--- src/rtl/itdt_cfg.svh ---
`ifndef ITDT_CFG_SVH
`define ITDT_CFG_SVH

// ==========================================================
// Timing counts at the 25 MHz system clock.
`define ITDT_CLK_NS      40
`define ITDT_TICK_NS     5333
`define ITDT_TICK_CYC    (`ITDT_TICK_NS / `ITDT_CLK_NS)
`define ITDT_P100_LONG   5'd19
`define ITDT_P100_SHORT  5'd18
`define ITDT_D12_CNT     4'd12
`define ITDT_UP_400US    6'd4
`define ITDT_UP_800US    6'd8
`define ITDT_UP_1MS      6'd10
`define ITDT_UP_2MS      6'd20
`define ITDT_UP_5MS      6'd50

// ==========================================================
// Register offsets.
`define ITDT_IVL_ADDR    8'h9c
`define ITDT_SYSTEM_CLOCK_GENERATOR_REG_ADDR 8'h8e
`define ITDT_CLKSEL_ADDR 8'hc9
`define ITDT_TMR0_BASE   8'ha0
`define ITDT_TMR1_BASE   8'ha8
`define ITDT_T_CTRL      3'd0
`define ITDT_T_CNTL      3'd1
`define ITDT_T_CNTH      3'd2
`define ITDT_T_RLDL      3'd3
`define ITDT_T_RLDH      3'd4

// ==========================================================
// Field positions.
`define ITDT_IVL_FLAG    7
`define ITDT_IVL_EN      6
`define ITDT_IVL_CLR     5
`define ITDT_SYS_TCLR    3
`define ITDT_T_FLAGH     7
`define ITDT_T_FLAGL     6
`define ITDT_T_LEN       5
`define ITDT_T_SPLIT     4
`define ITDT_T_CAPH      3
`define ITDT_T_CAPL      2
`define ITDT_T_RUNH      1
`define ITDT_T_RUNL      0
`define ITDT_RST_VAL     8'h00

`endif

--- src/rtl/itdt_pkg.sv ---
package itdt_pkg;

  // ==========================================================
  // Register port request.
  typedef struct packed {
    logic [7:0] addr;
    logic [7:0] wdata;
    logic       we;
    logic       re;
  } itdt_bus_t;

  // ==========================================================
  // One timer: count, reload/capture bytes and control bits.
  typedef struct packed {
    logic [7:0] cnt_l;
    logic [7:0] cnt_h;
    logic [7:0] rld_l;
    logic [7:0] rld_h;
    logic       flag_h;
    logic       flag_l;
    logic       flag_l_en;
    logic       split;
    logic       cap_h;
    logic       cap_l;
    logic       run_h;
    logic       run_l;
  } itdt_tmr_t;

  // ==========================================================
  // Whole block state.
  typedef struct packed {
    logic [7:0]      tick_cnt;
    logic [4:0]      lo_cnt;
    logic [1:0]      phase;
    logic [5:0]      up_cnt;
    logic            ivl_flag;
    logic            ivl_en;
    logic [2:0]      ivl_sel;
    logic [2:0]      sys_div;
    logic [6:0]      pre_cnt;
    logic [3:0]      d12_cnt;
    logic [7:0]      clksel;
    itdt_tmr_t [1:0] tmr;
    logic [7:0]      rdata;
    logic [1:0]      irq;
  } itdt_state_t;

endpackage

--- src/rtl/itdt_top.sv ---
// What this block does
// - Interval flag set by hardware, cleared by software only.
// - Enable resumes tick and pulse stages from held counts.
// - Interval clear resets pulse generator, not tick.
// - Reserved interval control bits read zero.
// - Selection decodes none, 100us..5ms with fractional divides.
// - Two identical timers, separate capture events.
// - Count held as low and high byte.
// - Wide mode: one 16-bit counter, low controls.
// - Split mode: two independent 8-bit counters.
// - Reload mode counts up, flags, reloads on overflow.
// - Capture mode wraps freely, latches count, flags.
// - Four selectable count sources per half.
// - System source is clock divided by 2^N.
// - All sources synchronous, used as count enables.
// - Split halves combine modes freely, share capture.
// - Interrupt is high flag or enabled low flag.
// - Wide reload: high flag on high, low on low.
// - Wide capture: high flag on capture, low on wrap.
// - Base tick constant, independent of system divider.
// - Tick generator clear bit resets base tick counter.
// - Wide overflow loads 16-bit reload value.
// - Capture latches count into reload registers.
//
// Strobed register access was chosen for this implementation.
`timescale 1ns/1ns
`include "itdt_cfg.svh"

module itdt_top (
  // Clock and reset.
  input  wire logic                clk_i,
  input  wire logic                rst_i,
  // Register port.
  input  wire itdt_pkg::itdt_bus_t bus_i,
  output logic [7:0]               rdata_o,
  // Capture events, one-cycle pulses from the edge logic.
  input  wire logic [1:0]          cap_ev_i,
  // Requests.
  output logic [1:0]               tmr_irq_o,
  output logic                     ivl_flag_o
);
  import itdt_pkg::*;

  itdt_state_t q;
  itdt_state_t d;
  logic        tick_stb;
  logic        p100_stb;
  logic        sys_stb;
  logic        d12_stb;
  logic        ivl_set;
  logic [1:0]  ovh;
  logic        wr_ivl;
  logic        wr_sys;
  logic        wr_clk;

  // ==========================================================
  // Write decode.
  assign wr_ivl = bus_i.we && (bus_i.addr == `ITDT_IVL_ADDR);
  assign wr_sys = bus_i.we && (bus_i.addr == `ITDT_SYSTEM_CLOCK_GENERATOR_REG_ADDR);
  assign wr_clk = bus_i.we && (bus_i.addr == `ITDT_CLKSEL_ADDR);

  // One half of a split timer: returns next count, reload and flag set.
  function automatic logic [16:0] half_step(input logic [7:0] cnt, input logic [7:0] rld,
                                            input logic inc, input logic cap, input logic ev);
    logic [7:0] cn;
    logic [7:0] rn;
    logic       s;
    cn = cnt;
    rn = rld;
    s  = 1'b0;
    if (cap) begin
      if (inc) begin
        cn = cnt + 8'd1;
      end
      if (ev) begin
        rn = cnt;
        s  = 1'b1;
      end
    end else if (inc) begin
      if (cnt == 8'hff) begin
        cn = rld;
        s  = 1'b1;
      end else begin
        cn = cnt + 8'd1;
      end
    end
    return {cn, rn, s};
  endfunction

  // ==========================================================
  // Next-state logic for the whole block.
  always_comb begin
    logic [6:0]  div_mask;
    logic [4:0]  lo_tgt;
    logic [5:0]  up_tgt;
    logic [3:0]  src;
    logic [7:0]  base;
    logic        hit;
    logic        inc_l;
    logic        inc_h;
    logic        set_h;
    logic        set_l;
    logic [15:0] c16;
    logic [16:0] hs;
    div_mask = 7'h00;
    lo_tgt   = 5'd0;
    up_tgt   = 6'd0;
    src      = 4'h0;
    base     = 8'h00;
    hit      = 1'b0;
    inc_l    = 1'b0;
    inc_h    = 1'b0;
    set_h    = 1'b0;
    set_l    = 1'b0;
    c16      = 16'h0000;
    hs       = 17'h00000;
    d        = q;
    tick_stb = 1'b0;
    p100_stb = 1'b0;
    d12_stb  = 1'b0;
    ivl_set  = 1'b0;
    ovh      = 2'b00;

    // System source prescaler; one strobe every 2^N cycles.
    d.pre_cnt = q.pre_cnt + 7'd1;
    div_mask  = ~(7'h7f << q.sys_div);
    sys_stb   = ((q.pre_cnt & div_mask) == div_mask);
    if (sys_stb) begin
      if (q.d12_cnt == `ITDT_D12_CNT - 4'd1) begin
        d.d12_cnt = 4'd0;
        d12_stb   = 1'b1;
      end else begin
        d.d12_cnt = q.d12_cnt + 4'd1;
      end
    end

    // Base tick runs off the undivided clock so the divider never skews it.
    if (wr_sys && bus_i.wdata[`ITDT_SYS_TCLR]) begin
      d.tick_cnt = 8'd0;
    end else if (q.ivl_en) begin
      if (q.tick_cnt == 8'(`ITDT_TICK_CYC - 1)) begin
        d.tick_cnt = 8'd0;
        tick_stb   = 1'b1;
      end else begin
        d.tick_cnt = q.tick_cnt + 8'd1;
      end
    end

    // Lower stage: 19/19/19/18 ticks; pairs of it give the 38/37 train.
    lo_tgt = (q.phase == 2'd3) ? `ITDT_P100_SHORT : `ITDT_P100_LONG;
    case (q.ivl_sel)
      3'd3:    up_tgt = `ITDT_UP_400US;
      3'd4:    up_tgt = `ITDT_UP_800US;
      3'd5:    up_tgt = `ITDT_UP_1MS;
      3'd6:    up_tgt = `ITDT_UP_2MS;
      default: up_tgt = `ITDT_UP_5MS;
    endcase
    if (wr_ivl && bus_i.wdata[`ITDT_IVL_CLR]) begin
      d.lo_cnt = 5'd0;
      d.phase  = 2'd0;
      d.up_cnt = 6'd0;
    end else if (tick_stb) begin
      if (q.lo_cnt == lo_tgt - 5'd1) begin
        d.lo_cnt = 5'd0;
        d.phase  = q.phase + 2'd1;
        p100_stb = 1'b1;
      end else begin
        d.lo_cnt = q.lo_cnt + 5'd1;
      end
      // Upper stage counts only for the longer intervals.
      if (p100_stb) begin
        case (q.ivl_sel)
          3'd0: ivl_set = 1'b0;
          3'd1: ivl_set = 1'b1;
          3'd2: ivl_set = q.phase[0];
          default: begin
            if (q.up_cnt >= up_tgt - 6'd1) begin
              d.up_cnt = 6'd0;
              ivl_set  = 1'b1;
            end else begin
              d.up_cnt = q.up_cnt + 6'd1;
            end
          end
        endcase
      end
    end

    // Interval control register; reserved bits hold no state.
    if (wr_ivl) begin
      d.ivl_en  = bus_i.wdata[`ITDT_IVL_EN];
      d.ivl_sel = bus_i.wdata[2:0];
      if (!bus_i.wdata[`ITDT_IVL_FLAG]) begin
        d.ivl_flag = 1'b0;
      end
    end
    d.ivl_flag = d.ivl_flag | ivl_set;
    if (wr_sys) begin
      d.sys_div = bus_i.wdata[2:0];
    end
    if (wr_clk) begin
      d.clksel = bus_i.wdata;
    end

    // Sources as strobes, indexed by the two-bit select code.
    src = {p100_stb, tick_stb, d12_stb, sys_stb};

    // Both timers share one description; only the base address, the source select field and the capture input differ.
    for (int t = 0; t < 2; t++) begin
      base  = (t == 0) ? `ITDT_TMR0_BASE : `ITDT_TMR1_BASE;
      hit   = bus_i.we && (bus_i.addr[7:3] == base[7:3]);
      inc_l = q.tmr[t].run_l && src[q.clksel[4*t +: 2]];
      inc_h = q.tmr[t].run_h && src[q.clksel[4*t+2 +: 2]];
      c16   = {q.tmr[t].cnt_h, q.tmr[t].cnt_l};
      set_h = 1'b0;
      set_l = 1'b0;
      if (!q.tmr[t].split) begin
        ovh[t] = inc_l && (c16 == 16'hffff);
        if (q.tmr[t].cap_l) begin
          if (inc_l) begin
            {d.tmr[t].cnt_h, d.tmr[t].cnt_l} = c16 + 16'd1;
          end
          if (cap_ev_i[t]) begin
            {d.tmr[t].rld_h, d.tmr[t].rld_l} = c16;
            set_h = 1'b1;
          end
          set_l = ovh[t];
        end else if (inc_l) begin
          {d.tmr[t].cnt_h, d.tmr[t].cnt_l} = ovh[t] ? {q.tmr[t].rld_h, q.tmr[t].rld_l} : c16 + 16'd1;
          set_h = ovh[t];
          set_l = (q.tmr[t].cnt_l == 8'hff);
        end
      end else begin
        hs = half_step(q.tmr[t].cnt_l, q.tmr[t].rld_l, inc_l, q.tmr[t].cap_l, cap_ev_i[t]);
        {d.tmr[t].cnt_l, d.tmr[t].rld_l, set_l} = hs;
        hs = half_step(q.tmr[t].cnt_h, q.tmr[t].rld_h, inc_h, q.tmr[t].cap_h, cap_ev_i[t]);
        {d.tmr[t].cnt_h, d.tmr[t].rld_h, set_h} = hs;
      end
      // Software writes to data bytes override the counter in that cycle.
      if (hit) begin
        case (bus_i.addr[2:0])
          `ITDT_T_CTRL: begin
            if (!bus_i.wdata[`ITDT_T_FLAGH]) begin
              d.tmr[t].flag_h = 1'b0;
            end
            if (!bus_i.wdata[`ITDT_T_FLAGL]) begin
              d.tmr[t].flag_l = 1'b0;
            end
            d.tmr[t].flag_l_en = bus_i.wdata[`ITDT_T_LEN];
            d.tmr[t].split     = bus_i.wdata[`ITDT_T_SPLIT];
            d.tmr[t].cap_h     = bus_i.wdata[`ITDT_T_CAPH];
            d.tmr[t].cap_l     = bus_i.wdata[`ITDT_T_CAPL];
            d.tmr[t].run_h     = bus_i.wdata[`ITDT_T_RUNH];
            d.tmr[t].run_l     = bus_i.wdata[`ITDT_T_RUNL];
          end
          `ITDT_T_CNTL: d.tmr[t].cnt_l = bus_i.wdata;
          `ITDT_T_CNTH: d.tmr[t].cnt_h = bus_i.wdata;
          `ITDT_T_RLDL: d.tmr[t].rld_l = bus_i.wdata;
          `ITDT_T_RLDH: d.tmr[t].rld_h = bus_i.wdata;
          default: d.tmr[t].run_l = d.tmr[t].run_l;
        endcase
      end
      d.tmr[t].flag_h = d.tmr[t].flag_h | set_h;
      d.tmr[t].flag_l = d.tmr[t].flag_l | set_l;
      d.irq[t] = q.tmr[t].flag_h | (q.tmr[t].flag_l & q.tmr[t].flag_l_en);
    end

    // Read data stand for exactly one cycle after the strobe.
    d.rdata = `ITDT_RST_VAL;
    if (bus_i.re) begin
      case (bus_i.addr)
        `ITDT_IVL_ADDR:    d.rdata = {q.ivl_flag, q.ivl_en, 3'b000, q.ivl_sel};
        `ITDT_SYSTEM_CLOCK_GENERATOR_REG_ADDR: d.rdata = {5'b00000, q.sys_div};
        `ITDT_CLKSEL_ADDR: d.rdata = q.clksel;
        default: begin
          for (int t = 0; t < 2; t++) begin
            base = (t == 0) ? `ITDT_TMR0_BASE : `ITDT_TMR1_BASE;
            if (bus_i.addr[7:3] == base[7:3]) begin
              case (bus_i.addr[2:0])
                `ITDT_T_CTRL: d.rdata = {q.tmr[t].flag_h, q.tmr[t].flag_l, q.tmr[t].flag_l_en,
                                         q.tmr[t].split, q.tmr[t].cap_h, q.tmr[t].cap_l,
                                         q.tmr[t].run_h, q.tmr[t].run_l};
                `ITDT_T_CNTL: d.rdata = q.tmr[t].cnt_l;
                `ITDT_T_CNTH: d.rdata = q.tmr[t].cnt_h;
                `ITDT_T_RLDL: d.rdata = q.tmr[t].rld_l;
                `ITDT_T_RLDH: d.rdata = q.tmr[t].rld_h;
                default:      d.rdata = `ITDT_RST_VAL;
              endcase
            end
          end
        end
      endcase
    end
  end

  // ==========================================================
  // State register.
  always_ff @(posedge clk_i) begin
    if (rst_i) begin
      q <= '0;
    end else begin
      q <= d;
    end
  end

  assign rdata_o    = q.rdata;
  assign tmr_irq_o  = q.irq;
  assign ivl_flag_o = q.ivl_flag;
endmodule

--- config.mk ---
export PLATFORM = sky130hd
export DESIGN_NAME = itdt_top
export DESIGN_NICKNAME = d
export VERILOG_FILES = /design/src/rtl/itdt_pkg.sv /design/src/rtl/itdt_top.sv
export VERILOG_INCLUDE_DIRS = /design/src /design/src/rtl
export SDC_FILE = /design/constraint.sdc
export NUM_CORES = 1
export LEC_CHECK = 0
export BUFFER_PORTS_ARGS = -buffer_cell sky130_fd_sc_hd__buf_2
export CAP_MARGIN = 25
export CORE_ASPECT_RATIO = 0.5
export CORE_UTILIZATION = 53
export CTS_CLUSTER_SIZE = 14
export DETAILED_ROUTE_END_ITERATION = 16
export GPL_ROUTABILITY_DRIVEN = 1
export GPL_TIMING_DRIVEN = 0
export PLACE_DENSITY = 0.7
export SYNTH_ARGS = -nofsm -noshare
export SYNTH_HDL_FRONTEND = slang
export SYNTH_SLANG_ARGS = --single-unit
--- constraint.sdc ---
create_clock -name clk_i -period 6.5 [get_ports clk_i]
set_input_delay 0.65 -clock clk_i [delete_from_list [all_inputs] [get_ports clk_i]]
set_output_delay 0.65 -clock clk_i [all_outputs]
set_load 0.05 [all_outputs]
# Word-level counts from Yosys, hierarchy flattened
# Index checks and enable logic that the tools add are counted.
# W data, S select, Z words.
# word_totals
elab_cells,237
output_inout_bits,11
regBits,138
inputBits,22
# classes
bitwise,13
eq_ne,26
n_lt_le_gt_ge,5
addsub,14
mux,118
n_reduce_logical,23
shift,1
# op_table
cell,n
$mux W8,35
$mux W16,12
$mux W40,2
$pmux W8 S5,2
$eq A8 B8 Y1 const B,8
$mux W32,2
$mux W1,52
$add A8 B1 Y8 const B,5
$add A16 B1 Y16 const B,2
$eq A16 B16 Y1 const B,2
$pmux W6 S4,1
$pmux W8 S3,1
$mux W7,2
$logic_and A1 B1 Y1,13
$eq A3 B2 Y1 const B,4
$eq A3 B3 Y1 const B,4
$lt A2 B3 Y1 const B,4
$eq A5 B5 Y1 const B,2
$mux W5,2
$bmux W1 S2,4
$add A7 B1 Y7 const B,1
$and A7 B7 Y7,1
$eq A7 B7 Y1,1
$not A7 Y7,1
other kinds (23),37

# Depth between registers and ports, before layout
# logic_depth
depth_word,20
mapped_depth,12
ltp_nobuf,11

# Least setup slack after synthesis
# No wires, ideal clock.
# synth_timing
path_type,input to register
start,input port bus_i[12] in the netlist's numbering
end,register q[88] in the netlist's numbering
setup_ns,0.087
path_stages,8
slack_ns,4.010
t_arrival_ns,2.403
n_path_buf,1
required_ns,6.413
cell_sequence,buf_4 nor3b_4 and4_4 o211ai_1 o21ai_0 or4b_1 mux2i_1 o31ai_1
# synth_via
elab_chain_len,16
word_cells_on_any_way,24
cone_classes,eq/ne: 3; mux: 15; reduce/logical: 6
# synth_rtl
item,line,source
"start, declared",itdt_top.sv:34,"input wire itdt_pkg::itdt_bus_t bus_i,"
$eq A8 B8 Y1,--,
$logic_and A1 B1 Y1,itdt_top.sv:59,assign wr_sys = bus_i.we && (bus_i.addr == `ITDT_SYSTEM_CLOCK_GENERATOR_REG_ADDR);
$logic_and A1 B1 Y1,itdt_top.sv:138,if (wr_sys && bus_i.wdata[`ITDT_SYS_TCLR]) begin
$mux W1,itdt_top.sv:138,
$mux W1,itdt_top.sv:162,end else if (tick_stb) begin
$mux W1,itdt_top.sv:158,if (wr_ivl && bus_i.wdata[`ITDT_IVL_CLR]) begin
$bmux W1 S2,itdt_top.sv:211,inc_l = q.tmr[t].run_l && src[q.clksel[4*t +: 2]];
$mux W1 (not written as such),itdt_top.sv:211,
$logic_and A1 B1 Y1,itdt_top.sv:211,
$logic_and A1 B1 Y1,itdt_top.sv:217,ovh[t] = inc_l && (c16 == 16'hffff);
$mux W16,itdt_top.sv:228,"{d.tmr[t].cnt_h, d.tmr[t].cnt_l} = ovh[t] ? {q.tmr[t].rld_h, q.tmr[t].rld_l} : c16 + 16'd1;"
$mux W16,itdt_top.sv:227,end else if (inc_l) begin
$mux W16,itdt_top.sv:218,if (q.tmr[t].cap_l) begin
$mux W32,itdt_top.sv:216,if (!q.tmr[t].split) begin
$mux W8,itdt_top.sv:240,case (bus_i.addr[2:0])
$mux W40 *,itdt_top.sv:239,if (hit) begin
"end signal, assigned",itdt_top.sv:299,q <= '0;
"end signal, assigned",itdt_top.sv:301,q <= d;
"end, declared",itdt_top.sv:44,itdt_state_t q;
# Mark *: on every way between the ends. The rest lies on a longest branch, timed or not. The select of a mux whose other input is x is not followed.
# A chain may end at the register's enable or synchronous reset.

# Worst setup path in the final report
# layout_timing
start,register q[123] in the netlist's numbering
end,register q[88] in the netlist's numbering
# layout_via
elab_chain_len,19
word_cells_on_any_way,23
cone_classes,add/sub: 1; eq/ne: 2; mux: 18; reduce/logical: 2
# layout_rtl
item,line,source
$eq A2 B2 Y1 *,itdt_top.sv:150,lo_tgt = (q.phase == 2'd3) ? `ITDT_P100_SHORT : `ITDT_P100_LONG;
$mux W1 (no line) *,--,
$sub A5 B1 Y5 *,itdt_top.sv:163,if (q.lo_cnt == lo_tgt - 5'd1) begin
$eq A5 B5 Y1 *,itdt_top.sv:163,
$mux W1 *,itdt_top.sv:163,
$mux W1 *,itdt_top.sv:162,
$mux W1 *,itdt_top.sv:158,
$mux W1 *,itdt_top.sv:162,
(+3 left out),--,
$logic_and A1 B1 Y1 *,itdt_top.sv:211,
$logic_and A1 B1 Y1,itdt_top.sv:217,
$mux W16,itdt_top.sv:228,
$mux W16,itdt_top.sv:227,
$mux W16,itdt_top.sv:218,
$mux W32 *,itdt_top.sv:216,
$mux W8,itdt_top.sv:240,
$mux W40 *,itdt_top.sv:239,
# Marked as above.

==> metrics <==
final hold viol count=0; WP buf/inv=0; core box area=15700 um2; status=finished clean; WL final=31600 um; Main synth FF type=dfxtp_1; Total GRT Usage=38.0%; CP Launch Type=register; post-synthesis simple-gate area fraction=26.5%; layout cell share with drive strength beyond 1=9.91%; CP Cell Sequence=ha_1 -> nor3b_1 -> o211ai_2 -> o211ai_1 -> o21ai_0 -> or4b_1 -> mux2i_1 -> o31ai_1; Mapped Nets=1170; Die H=92.5 um; slew margin rel.=22.6%; cell taking the most area after synthesis=dfxtp_1; vias in the first global route=8387; Final setup viols=0; vias per cell=6.57; Adder-Cell Fraction of Synth Area=2.45%; Async SR Flop Fraction=0%; reg-to-reg slack, setup=3.58 ns; Die ar.=16900 um2; Worst Path Class, Setup=register to register; CTS root buf=clkbuf_16; crit-path leading delay family=compound AO/OA/AOI/OAI gates; initial antenna violation count=0; DRC viols=0; Final Cycle Share=45.0%; CTS sink cnt=138; Post-Synth XOR/XNOR Area=2.42%; Vias=9278; crit-path max cell delay=0.64 ns; first-pass GRT wire length=48400 um; CTS tree=yes; Max-Cap Viols=0; fin crit period=2.92 ns; largest family of logic cells by synthesized area=simple AND/OR/NAND/NOR gates; most frequent cells in the layout=nor2_1, dfxtp_1, nand2_1; worst-path cell with the longest stage delay=or4b_1; Max IR drop VDD=0.000205 V; Worst Path Required=6.79 ns; Initial Utilization=55.4%; post-route cell area=9700 um2; Seq/Total Area, Yosys=31.8%; most common cell after layout, fill and taps aside=nor2_1; Leakage Power=3.41 nW; actual slew at the worst max-slew pin=1.15 ns; skew final=0.0113 ns; hold slack=0.463 ns; Critical Path AT=3.21 ns; Fmax achieved=342 MHz; Yosys warnings=0; post-cts sizing count=0; clk_lat worst skew=0.43 ns; htree depth=4; post-synthesis mux area share=6.16%; Setup crit end kind=register; global placer's final weighted congestion=1.01; Mapped Cells=1131; row count=32; DR WL/cell=22.4 um; Area contributors post-synth=dfxtp_1, nor2_1, nand2_1, a21oi_1, mux2i_1; total CTS buffers=17; area post-placement=9120 um2; Synth Cell Area=8690 um2; drt initial violations=1048; Port Buffers=30; register bit count reported by yosys=138; Fin Setup TNS=0 ns; final antenna diode count=0; Hold WC Path Type=register to register; Post-CTS Hold Buffers=0; post-route ant nets=0; Synth Area per Inst=7.68 um2; power per cell area=201 nW/um2; number of synthesized flops with an enable pin=0; HPWL Detailed=23100 um; Distinct cells, synth=86; area grow syn2layout=11.6%; Horiz. Die Dim=183 um; Synth Area in Compound Gates=25.0%; CTS Buffer Depth=2; Synth top area share=31.8%; GR Overflow Total=0; maximum number of pins on one net before global-route repair=17; setup bufs post-CTS=0; RSZ-0062 raised after global routing=false; final-stage net count=1219; clock-pin slew on the worst setup and hold paths=0.07 ns; filler cell count=1501; Final Max Slew Viols=0; io pins=33; Worst Path Max Fanout=8; 1st-pass router iterations=6
==> path summary, 6_finish.rpt <==
kind / startpoint / depth (start not counted) / endpoint
setup / recovery: q[123] / 8 / q[88]
hold / removal: q[102] / 1 / q[102]
setup reg to reg: q[123] / 8 / q[88]
hold reg to reg: q[102] / 1 / q[102]
==> per-layer routing <==
layer / part of all wire, % / routed length, um / vias to the layer above / GRT usage [%]
met3: 13 / 4000 / 64 / 9.83
met2: 42 / 13300 / 580 / 56.1
met4: 2.3 / 731 / 0 / 12.2
met5: 0 / 0 / - / 0
li1: - / - / 4227 / -
met1: 43 / 13500 / 4407 / 53.5
==> where the power goes <==
group	switching (W)	total, W	internal (W)
Combinational	0.0000822	0.000108	0.0000262
Clock	0.000393	0.000988	0.000594
Sequential	0.00000473	0.000855	0.000850
==> synthesized netlist by cell type, types with 5 or more instances <==
| cell | count |
|---|---|
| a211o_1 | 7 |
| a211oi_1 | 23 |
| a21o_1 | 6 |
| a21oi_1 | 90 |
| a221oi_1 | 11 |
| a22oi_1 | 15 |
| a311oi_1 | 20 |
| a31oi_1 | 22 |
| and2_1 | 14 |
| and3_1 | 14 |
| and3b_1 | 5 |
| buf_1 | 7 |
| buf_2 | 10 |
| buf_4 | 13 |
| clkbuf_1 | 66 |
| dfxtp_1 | 138 |
| ha_1 | 17 |
| inv_1 | 16 |
| mux2_2 | 8 |
| mux2i_1 | 40 |
| nand2_1 | 134 |
| nand2b_1 | 9 |
| nand3_1 | 64 |
| nand3b_1 | 6 |
| nand4_1 | 19 |
| nor2_1 | 145 |
| nor2b_1 | 10 |
| nor3_1 | 15 |
| o211ai_1 | 10 |
| o21a_1 | 5 |
| o21ai_0 | 45 |
| o31ai_1 | 8 |
| or3_1 | 5 |
| xnor2_1 | 7 |
| xor2_1 | 17 |
==> state kept, by name, summed over array words and instances (netlist names) <==
name	cells
tmr_irq_o	2
q	127
rdata_o	8
ivl_flag_o	1
==> layout make-up <==
class	instances	area [um2]	share of cell area (%)
multi-input combinational	880	5430	56.0
sequential	138	2760	28.5
clock buffer	21	470	4.85
buffer	97	433	4.46
tap	221	277	2.85
timing repair buffer	30	150	1.55
clock inverter	9	115	1.19
inverter	16	60.1	0.619
==> per-stage QoR <==
stage	power, W	worst slack (ns)	util (%)	cells
detailed placement	0.000977	3.31	58.1	1382
CTS	0.00195	3.61	61.8	1412
global placement	0.000976	3.40	58.1	1382
finish	0.00195	3.58	61.8	1412
global route	0.00200	3.41	61.8	1412
floorplan	0.000929	4.01	-	1131
==> kinds of logic after synthesis <==
group	count (synthesis)
xor gates and xnor gates	24
buffers and inverters	113
AOI/OAI and AO/OA	317
DFF	138
muxes	50
and+or+nand+nor	472
adders and majority gates	17
(Power assumes the default switching activity.)
